File: src/design/ptxc_map.svh
// Constants for the transmit/power-control side of the lane interface.
// Assumes inclusion by ptxc_pkg and the design modules only.
`ifndef PTXC_MAP_SVH
`define PTXC_MAP_SVH

`define PTXC_DATA_W        40
`define PTXC_HARD_DATA_W   32
`define PTXC_BYTES         4
`define PTXC_PD_P0         2'h0
`define PTXC_PD_P0S        2'h1
`define PTXC_PD_P1         2'h2
`define PTXC_PD_P2         2'h3
`define PTXC_RATE_GEN1     2'h0
`define PTXC_RATE_GEN2     2'h1
`define PTXC_MARGIN_NORMAL 3'h0
`define PTXC_MARGIN_ONE    3'h1
`define PTXC_MARGIN_RED    3'h4

`endif

File: src/design/ptxc_pkg.sv
// Types for the transmit/power-control side of the lane interface.
// Assumes ptxc_map.svh is on the include path.
`include "ptxc_map.svh"

package ptxc_pkg;

  typedef enum logic [1:0] {
    PTXC_P0, PTXC_P0S, PTXC_P1, PTXC_P2
  } ptxc_pstate_t;

  typedef enum logic [1:0] {
    PTXC_MARGIN_NORM, PTXC_MARGIN_M1, PTXC_MARGIN_VENDOR, PTXC_MARGIN_LOW
  } ptxc_mclass_t;

  // Control request from the MAC
  typedef struct packed {
    logic [1:0] power_down;
    logic [1:0] rate;
    logic [2:0] margin;
    logic       compliance;
    logic       elec_idle;
    logic       detect_or_loopback;
  } ptxc_ctrl_t;

  // Lane status registered out of ptxc_top; the serializer does not use it
  typedef struct packed {
    logic         clk_run;
    logic         rx_idle;
    logic         tx_idle;
    logic         lane_off;
    logic         force_neg_disp;
    logic         rx_detect;
    logic         loopback;
    logic         gen2;
    ptxc_mclass_t margin_class;
  } ptxc_stat_t;

endpackage

File: src/design/ptxc_top.sv
// Transmit and power-control half of one lane's MAC/PHY port.
// Assumes every input is synchronous to clk_in, the single port clock.
//
// Overview of operation
// With the hard subsystem, only transmit bits 31:0 are used.
// With a soft core, all 40 transmit bits are accepted; the symbol stream (tx_sym_out) carries only bits 31:0.
// Bytes of each word are serialized lowest byte first.
// Each kind flag marks its byte: 0 data, 1 control.
// With a soft core the kind flags are ignored.
// Request in P1 starts receiver detect; in P0 enters loopback.
// Compliance forces running disparity negative.
// Compliance plus electrical idle switches the lane off.
// Two-bit power-down selects P0, P0s, P1 or P2.
// P0s keeps interface clock running; receiver saves power.
// P1 keeps clock running; receiver and transmitter idle.
// P2 stops interface clock and minimizes power.
// Rate 00 selects Gen1, 01 selects Gen2.
// Three-bit margin selects normal, one, vendor or reduced level.
// Half-duplex reference clock must match recovered clock.
// All port signals are synchronous to one interface clock.
// MAC holds electrical idle in P0s and P1.
// Power-down codes 00 P0, 01 P0s, 10 P1, 11 P2.
`include "ptxc_map.svh"

module ptxc_top
  import ptxc_pkg::*;
#(
  parameter int DATA_W = `PTXC_DATA_W,
  parameter int BYTES  = `PTXC_BYTES
) (
  // Clock and reset
  input  wire logic                 clk_in,
  input  wire logic                 resetn_in,
  // Configuration
  input  wire logic                 hard_pcie_subsystem_in,
  // Transmit word
  input  wire logic [DATA_W-1:0]    tx_data_in,
  input  wire logic [BYTES-1:0]     lane_tx_char_kind_in,
  // Control
  input  wire ptxc_pkg::ptxc_ctrl_t ctrl_in,
  // Word towards the coder
  output logic      [DATA_W-1:0]    tx_word_out,
  output logic      [BYTES-1:0]     tx_kind_out,
  output logic      [7:0]           tx_sym_out,
  output logic                      tx_sym_kind_out,
  // Lane status
  output ptxc_pkg::ptxc_stat_t      stat_out
);

  import ptxc_pkg::*;

  // ---------------------------------------------------------------
  // Word path
  // ---------------------------------------------------------------
  logic [DATA_W-1:0] word_nxt;
  logic [BYTES-1:0]  kind_nxt;
  logic [$clog2(BYTES)-1:0] sym_idx;
  logic              load;

  always_comb begin
    word_nxt = tx_data_in;
    kind_nxt = '0;
    if (hard_pcie_subsystem_in) begin
      word_nxt = {{(DATA_W-`PTXC_HARD_DATA_W){1'b0}},
                  tx_data_in[`PTXC_HARD_DATA_W-1:0]};
      kind_nxt = lane_tx_char_kind_in;
    end
  end

  always_ff @(posedge clk_in) begin
    if (!resetn_in) begin
      tx_word_out <= '0;
      tx_kind_out <= '0;
    end else begin
      tx_word_out <= word_nxt;
      tx_kind_out <= kind_nxt;
    end
  end

  // Symbol stream: one word loaded every BYTES cycles
  logic [$clog2(BYTES)-1:0] phase_r;

  always_ff @(posedge clk_in) begin
    if (!resetn_in)
      phase_r <= '0;
    else
      phase_r <= phase_r + 1'b1;
  end

  assign load = (phase_r == '0);

  ptxc_serializer #(.BYTES(BYTES)) u_ser (
    .clk_in      (clk_in),
    .resetn_in   (resetn_in),
    .load_in     (load),
    .word_in     (word_nxt[BYTES*8-1:0]),
    .kind_in     (kind_nxt),
    .sym_out     (tx_sym_out),
    .sym_kind_out(tx_sym_kind_out),
    .idx_out     (sym_idx)
  );

  // ---------------------------------------------------------------
  // Power, detect and level control
  // ---------------------------------------------------------------
  ptxc_pstate_t pstate;
  ptxc_stat_t   stat_nxt;

  assign pstate = ptxc_pstate_t'(ctrl_in.power_down);

  always_comb begin
    stat_nxt = '0;
    stat_nxt.clk_run = (pstate != PTXC_P2);
    case (pstate)
      PTXC_P0: begin
        stat_nxt.loopback = ctrl_in.detect_or_loopback;
      end
      PTXC_P0S: begin
        stat_nxt.rx_idle = 1'b1;
        stat_nxt.tx_idle = 1'b1;
      end
      PTXC_P1: begin
        stat_nxt.rx_idle   = 1'b1;
        stat_nxt.tx_idle   = 1'b1;
        stat_nxt.rx_detect = ctrl_in.detect_or_loopback;
      end
      default: begin
        stat_nxt.rx_idle = 1'b1;
        stat_nxt.tx_idle = 1'b1;
      end
    endcase
    if (ctrl_in.elec_idle)
      stat_nxt.tx_idle = 1'b1;
    stat_nxt.force_neg_disp = ctrl_in.compliance;
    stat_nxt.lane_off = ctrl_in.compliance && ctrl_in.elec_idle;
    stat_nxt.gen2 = (ctrl_in.rate == `PTXC_RATE_GEN2);
    if (ctrl_in.margin == `PTXC_MARGIN_NORMAL)
      stat_nxt.margin_class = PTXC_MARGIN_NORM;
    else if (ctrl_in.margin == `PTXC_MARGIN_ONE)
      stat_nxt.margin_class = PTXC_MARGIN_M1;
    else if (ctrl_in.margin < `PTXC_MARGIN_RED)
      stat_nxt.margin_class = PTXC_MARGIN_VENDOR;
    else
      stat_nxt.margin_class = PTXC_MARGIN_LOW;
  end

  always_ff @(posedge clk_in) begin
    if (!resetn_in)
      stat_out <= '0;
    else
      stat_out <= stat_nxt;
  end
endmodule

File: src/design/ptxc_serializer.sv
// Byte serializer: shifts one parallel word out a symbol at a time.
// Assumes word_in is valid in each cycle that load_in is high; it is ignored otherwise.
`include "ptxc_map.svh"

module ptxc_serializer #(
  parameter int BYTES = `PTXC_BYTES
) (
  // Clock and reset
  input  wire logic                 clk_in,
  input  wire logic                 resetn_in,
  // Word side
  input  wire logic                 load_in,
  input  wire logic [BYTES*8-1:0]   word_in,
  input  wire logic [BYTES-1:0]     kind_in,
  // Symbol side
  output logic      [7:0]           sym_out,
  output logic                      sym_kind_out,
  output logic      [$clog2(BYTES)-1:0] idx_out
);

  logic [BYTES*8-1:0] word_r;
  logic [BYTES-1:0]   kind_r;
  logic [$clog2(BYTES)-1:0] idx_r;

  always_ff @(posedge clk_in) begin
    if (!resetn_in) begin
      word_r <= '0;
      kind_r <= '0;
      idx_r  <= '0;
    end else if (load_in) begin
      word_r <= word_in;
      kind_r <= kind_in;
      idx_r  <= '0;
    end else begin
      word_r <= word_r >> 8;
      kind_r <= kind_r >> 1;
      idx_r  <= idx_r + 1'b1;
    end
  end

  // Lowest byte leaves first
  always_ff @(posedge clk_in) begin
    if (!resetn_in) begin
      sym_out      <= 8'h00;
      sym_kind_out <= 1'b0;
      idx_out      <= '0;
    end else begin
      sym_out      <= word_r[7:0];
      sym_kind_out <= kind_r[0];
      idx_out      <= idx_r;
    end
  end

endmodule

File: config.mk
export PLATFORM = sky130hd
export DESIGN_NAME = ptxc_top
export DESIGN_NICKNAME = d
export VERILOG_FILES = /design/src/design/ptxc_pkg.sv /design/src/design/ptxc_top.sv /design/src/design/ptxc_serializer.sv
export VERILOG_INCLUDE_DIRS = /design/src /design/src/design
export SDC_FILE = /design/constraint.sdc
export NUM_CORES = 1
export LEC_CHECK = 0
export BUFFER_PORTS_ARGS = -buffer_cell sky130_fd_sc_hd__buf_2
export CAP_MARGIN = 20
export CORE_UTILIZATION = 30
export CTS_BUF_LIST = sky130_fd_sc_hd__clkbuf_2 sky130_fd_sc_hd__clkbuf_4 sky130_fd_sc_hd__clkbuf_8
export DETAILED_ROUTE_END_ITERATION = 10
export SYNTH_ARGS = -nofsm -noshare
export SYNTH_HDL_FRONTEND = slang
export SYNTH_SLANG_ARGS = --single-unit
File: constraint.sdc
create_clock -name clk_in -period 1.6 [get_ports clk_in]
set_clock_uncertainty 0.2 [all_clocks]
set_input_delay 0.48 -clock clk_in [delete_from_list [all_inputs] [get_ports clk_in]]
set_output_delay 0.48 -clock clk_in [all_outputs]
set_load 0.05 [all_outputs]
==> metrics, run 1 <==
status=completed; Post-DP Area=3830 um^2; slowest CP cell=dfxtp_1; Yosys cell types=25; PortBufs=119; gr ovfl total=0; finished layout cell area=4380 um^2; layout cell share with drive strength beyond 1=0.423; first-pass GRT wire length=9.52 mm; Worst Max-Slew Pin Slew=0.350 ns; critical path arrival=0.87 ns; CTS Buf Count=9; Final period util=0.971; DRT antenna net count=0; Die ar.=10700 um^2; Root Buffer Master=clkbuf_8; Power Density=1190 nW/um^2; starting density of the core=0.312; I/O Pins=120; via count=1998; worst rel slew slack=0.766; crit path cell chain=buf_4; CP required=0.92 ns; Worst Min Path Start=tx_data_in[34]; gr usage total=0.112; # clock sinks=101; Sw Share=0.276; buffers plus inverters on the worst setup path=1; Worst Hold Class=in2reg; post_cts resized=65; post-place setup slack=0.0672 ns; Lkg Pwr=2.04 nW; Largest delay share family, worst path=flip-flops; Initial DRC Count=45; Crit Path Class=reg2out; combinational share of power=0.157; worst-path fanout max=1; total setup buffers inserted after CTS=0; Max Slew Vio Count=0; share of power burned in registers=0.521; drt drc=0; # Max-Cap Violations=0; cells after synthesis=253; Peak VDD IR=0.000503 V; CTS tree=built; initial antenna violation count=0; average wire per standard cell=11.1 um; Net Switching=1.43 mW; Clock power frac=0.322; Core ar.=9910 um^2; Syn Std Cell Area=3100 um^2; sequential-to-total area share from yosys stat=0.653; flops & latches, synth=101; vias in the first global route=2034; FF/Latch Area=2030 um^2; R2R setup slack=0.12 ns; Final GP Congestion=0.660; synth warn=0; final WL=5.70 mm; post-synth top area share=0.653; CTS clk-pin slew, worst paths=0.11 ns; mean post-synth cell area=12.2 um^2; reg-to-reg startpoint=phase_r[0]; Clk Latency, worst-skew pair=0.36 ns; Final #Nets=434; Detail Placement HPWL=4.04 mm; width of the die=104 um; Pwr Total=5.20 mW; multi-input logic area=958 um^2; hold_ws=0.109 ns; top cell type by total area after synthesis=dfxtp_1; synth-to-layout area growth=41.6%; Bufs on Longest Clock Path=2; H-tree levels=3; CP endpoint kind=primary output; # setup viols final=0; Via density=3.89; crit-path max cell delay=0.33 ns; Synthesized Nets=311; largest net degree at the start of global routing=33; Critical Path Start=tx_word_out[30]; fmax=644 MHz; Internal=3.77 mW; ant diodes=0; die span in y=104 um; setup slack after layout=0.0472 ns; Final Hold Fails=0; # fillers=943; Worst setup SP type=flip-flop; first drt pass iteration count=4; # rows=36; top cells by area, synth=dfxtp_1 (65%), and2_1 (10%), mux2i_1 (7.8%); Period minus WS final=1.55 ns; CTS Hold Bufs=0
## final timing paths
check / cells past startpoint / to
worst max-delay path: 1 / tx_word_out[30]
worst min-delay path: 2 / tx_word_out[34]
worst max register to register: 5 / u_ser.word_r[20]
worst min register to register: 1 / phase_r[0]
## per-stage QoR
step           setup TNS, ns  cells   util
2_1_floorplan              0    253      -
3_3_place_gp               0    498  0.386
3_5_place_dp               0    498  0.386
4_1_cts                    0    514  0.425
5_1_grt              -0.0137    514  0.442
6_report                   0    514  0.442
## power groups by stage
stage	Combinational, mW	Sequential [mW]	Clock [mW]
after floorplan	0.269	3.03	0
after global placement	0.734	2.75	0
after detailed placement	0.747	2.76	0
after CTS	0.795	2.70	1.74
after global routing	0.871	2.73	1.89
final	0.816	2.71	1.67
## cells by family (layout without fill, tap and decap cells)
| kind of cell | count (synthesis) | after routing | share of synthesized area |
|---|---|---|---|
| AOI/OAI and AO/OA | 8 | 8 | 0.0174 |
| and+or+nand+nor | 103 | 103 | 0.210 |
| buffers and inverters | 16 | 144 | 0.0380 |
| muxes | 24 | 24 | 0.0776 |
| adders and majority gates | 1 | 1 | 0.00404 |
| DFF | 101 | 101 | 0.653 |
## layer usage
layer / track usage / up-vias / wire length, um
met1: 0.136 / 849 / 2600
li1: - / 1056 / -
met3: 0.0466 / 7 / 433
met5: 0 / - / 0
met4: 0.0373 / 0 / 50
met2: 0.177 / 86 / 2620
## cells in the mapped netlist
cell,count
nor3b_1,1
mux2i_1,24
clkbuf_4,1
clkbuf_2,2
and3_2,8
nor3_1,1
and2_2,1
o31a_1,1
buf_4,1
buf_12,2
nand2_1,5
clkbuf_1,1
nor2b_1,27
nand3b_1,3
dfxtp_1,101
buf_2,6
and3_1,5
o21ai_1,3
buf_6,1
ha_1,1
and2_1,51
a21boi_1,1
and3b_1,1
inv_1,2
o21a_1,3
## state kept, by name, summed over array words and instances, names as in the netlist
| register | flops |
|---|---|
| phase_r | 2 |
| tx_kind_out | 4 |
| u_ser.sym_out | 8 |
| u_ser.kind_r | 4 |
| u_ser.word_r | 32 |
| u_ser.sym_kind_out | 1 |
| stat_out | 10 |
| tx_word_out | 40 |
## layout by cell type, fill, tap and decap left out, types with 5 or more instances in the layout
cell type / instances
mux2i_1: 24
buf_6: 45
nor2b_1: 27
clkbuf_8: 9
buf_4: 23
dfxtp_2: 9
and2_1: 51
and3_2: 8
buf_2: 56
and3_1: 5
dfxtp_1: 92
nand2_1: 5
## layout make-up
type,count,area share
clock buffer,9,0.0283
clock inverter,7,0.0211
inverter,2,0.00171
multi-input combinational,136,0.219
sequential,101,0.464
tap,133,0.0380
timing repair buffer,126,0.228
Note: power is estimated with default switching activity, not from simulation.
==> run 2: changes to the inputs <==
HOLD_SLACK_MARGIN = 0.15   (was unset)
==> metrics, run 2 (synthesized netlist as in run 1, its figures left out) <==
Via density=3.93; H-tree levels=3; final WL=6.42 mm; Period minus WS final=1.56 ns; CP endpoint kind=primary output; # fillers=882; worst-path fanout max=1; I/O Pins=120; Final #Nets=484; Crit Path Class=reg2out; Worst setup SP type=flip-flop; gr ovfl total=0; Largest delay share family, worst path=flip-flops; Core Util, Final=0.493; Worst Hold Class=in2reg; Final period util=0.977; Clock power frac=0.316; crit-path max cell delay=0.33 ns; R2R setup slack=0.12 ns; drt drc=0; finished layout cell area=4890 um^2; crit path cell chain=buf_4; Root Buffer Master=clkbuf_8; Die ar.=10700 um^2; Final Hold Fails=0; Finished Layout Cells=564; Largest regs=tx_word_out (40), u_ser.word_r (32), stat_out (10); CTS clk-pin slew, worst paths=0.10 ns; worst rel slew slack=0.749; # rows=36; CP required=0.92 ns; largest net degree at the start of global routing=33; Pwr Total=5.31 mW; Critical Path Stages=1; Post-DP Area=3830 um^2; Sw Share=0.274; Worst Max-Slew Pin Slew=0.375 ns; fmax=640 MHz; layout cell share with drive strength beyond 1=0.385; buffers plus inverters on the worst setup path=1; Detail Placement HPWL=4.04 mm; CTS tree=built; first-pass GRT wire length=10.6 mm; Placed Cells=498; PortBufs=119; Initial DRC Count=57; Bufs on Longest Clock Path=2; most common cell after layout, fill and taps aside=dfxtp_1; Peak VDD IR=0.000594 V; average wire per standard cell=11.4 um; status=completed; via count=2217; total setup buffers inserted after CTS=0; Largest Register=tx_word_out; CTS Buf Count=9; combinational share of power=0.173; # setup viols final=0; starting density of the core=0.312; share of power burned in registers=0.512; Final GP Congestion=0.660; gr usage total=0.123; Hold Path Depth=3; slowest CP cell=dfxtp_1; Max Slew Vio Count=0; highest-count cells in the layout ignoring fill and taps=dfxtp_1 (87), buf_2 (56), and2_1 (51); Clk Latency, worst-skew pair=0.36 ns; reg2reg path depth=5; Power Density=1090 nW/um^2; Internal=3.85 mW; number of flip-flops in the largest register=40; die span in y=104 um; Lkg Pwr=2.25 nW; initial antenna violation count=0; # clock sinks=101; # Max-Cap Violations=0; Net Switching=1.46 mW; first drt pass iteration count=3; synth-to-layout area growth=57.9%; critical path arrival=0.88 ns; width of the die=104 um; Core ar.=9910 um^2; vias in the first global route=2289; DRT antenna net count=0; ant diodes=0
==> run 2: cell count changes in the layout (fill, tap and decap cells not counted) <==
| cell | delta |
|---|---|
| dfxtp_2 | +5 |
| dlygate4sd3_1 | +50 |
| dfxtp_1 | -5 |
==> run 2: final timing paths <==
path          startpoint          endpoint
min           ctrl_in[0]       stat_out[3]
max reg2reg   phase_r[0]  u_ser.word_r[20]
max          stat_out[7]       stat_out[7]
min reg2reg   phase_r[0]        phase_r[0]
==> run 2: what timing repair did <==
item,4_1_cts,5_1_grt
hold buffers,50,0
pin swaps,0,0
setup endpoints to repair,63,45
hold endpoints to repair,52,0
resized for setup,65,57
==> run 2: cell type report <==
cell class	count	area (um^2)	area share
sequential	101	2040	0.417
timing repair buffer	176	1500	0.307
multi-input combinational	136	958	0.196
tap	133	166	0.0340
clock buffer	9	124	0.0253
clock inverter	7	92.6	0.0189
inverter	2	7.51	0.00154
==> run 2: power by group through the flow <==
| stage | Combinational, mW | Sequential (mW) | Clock [mW] |
|---|---|---|---|
| global placement | 0.734 | 2.75 | 0 |
| detailed placement | 0.747 | 2.76 | 0 |
| floorplan | 0.269 | 3.03 | 0 |
| global route | 0.976 | 2.73 | 1.89 |
| finish | 0.915 | 2.71 | 1.68 |
| CTS | 0.888 | 2.70 | 1.74 |
==> run 2: per-layer routing <==
layer  wire length [um]  GRT usage  vias up
li1                   -          -     1157
met1               2880      0.148      958
met2               3020      0.204       89
met3                418     0.0434       13
met4                102     0.0435        0
met5                  0          0        -
==> run 2: metrics by stage <==
step	setup WS (ns)	setup TNS, ns	hold WS, ns
detailed placement	0.0672	0	0.205
global route	-0.00941	-0.0203	0.159
global placement	0.154	0	0.204
finish	0.0365	0	0.172
floorplan	0.280	0	0.192
CTS	0.00257	0	0.150
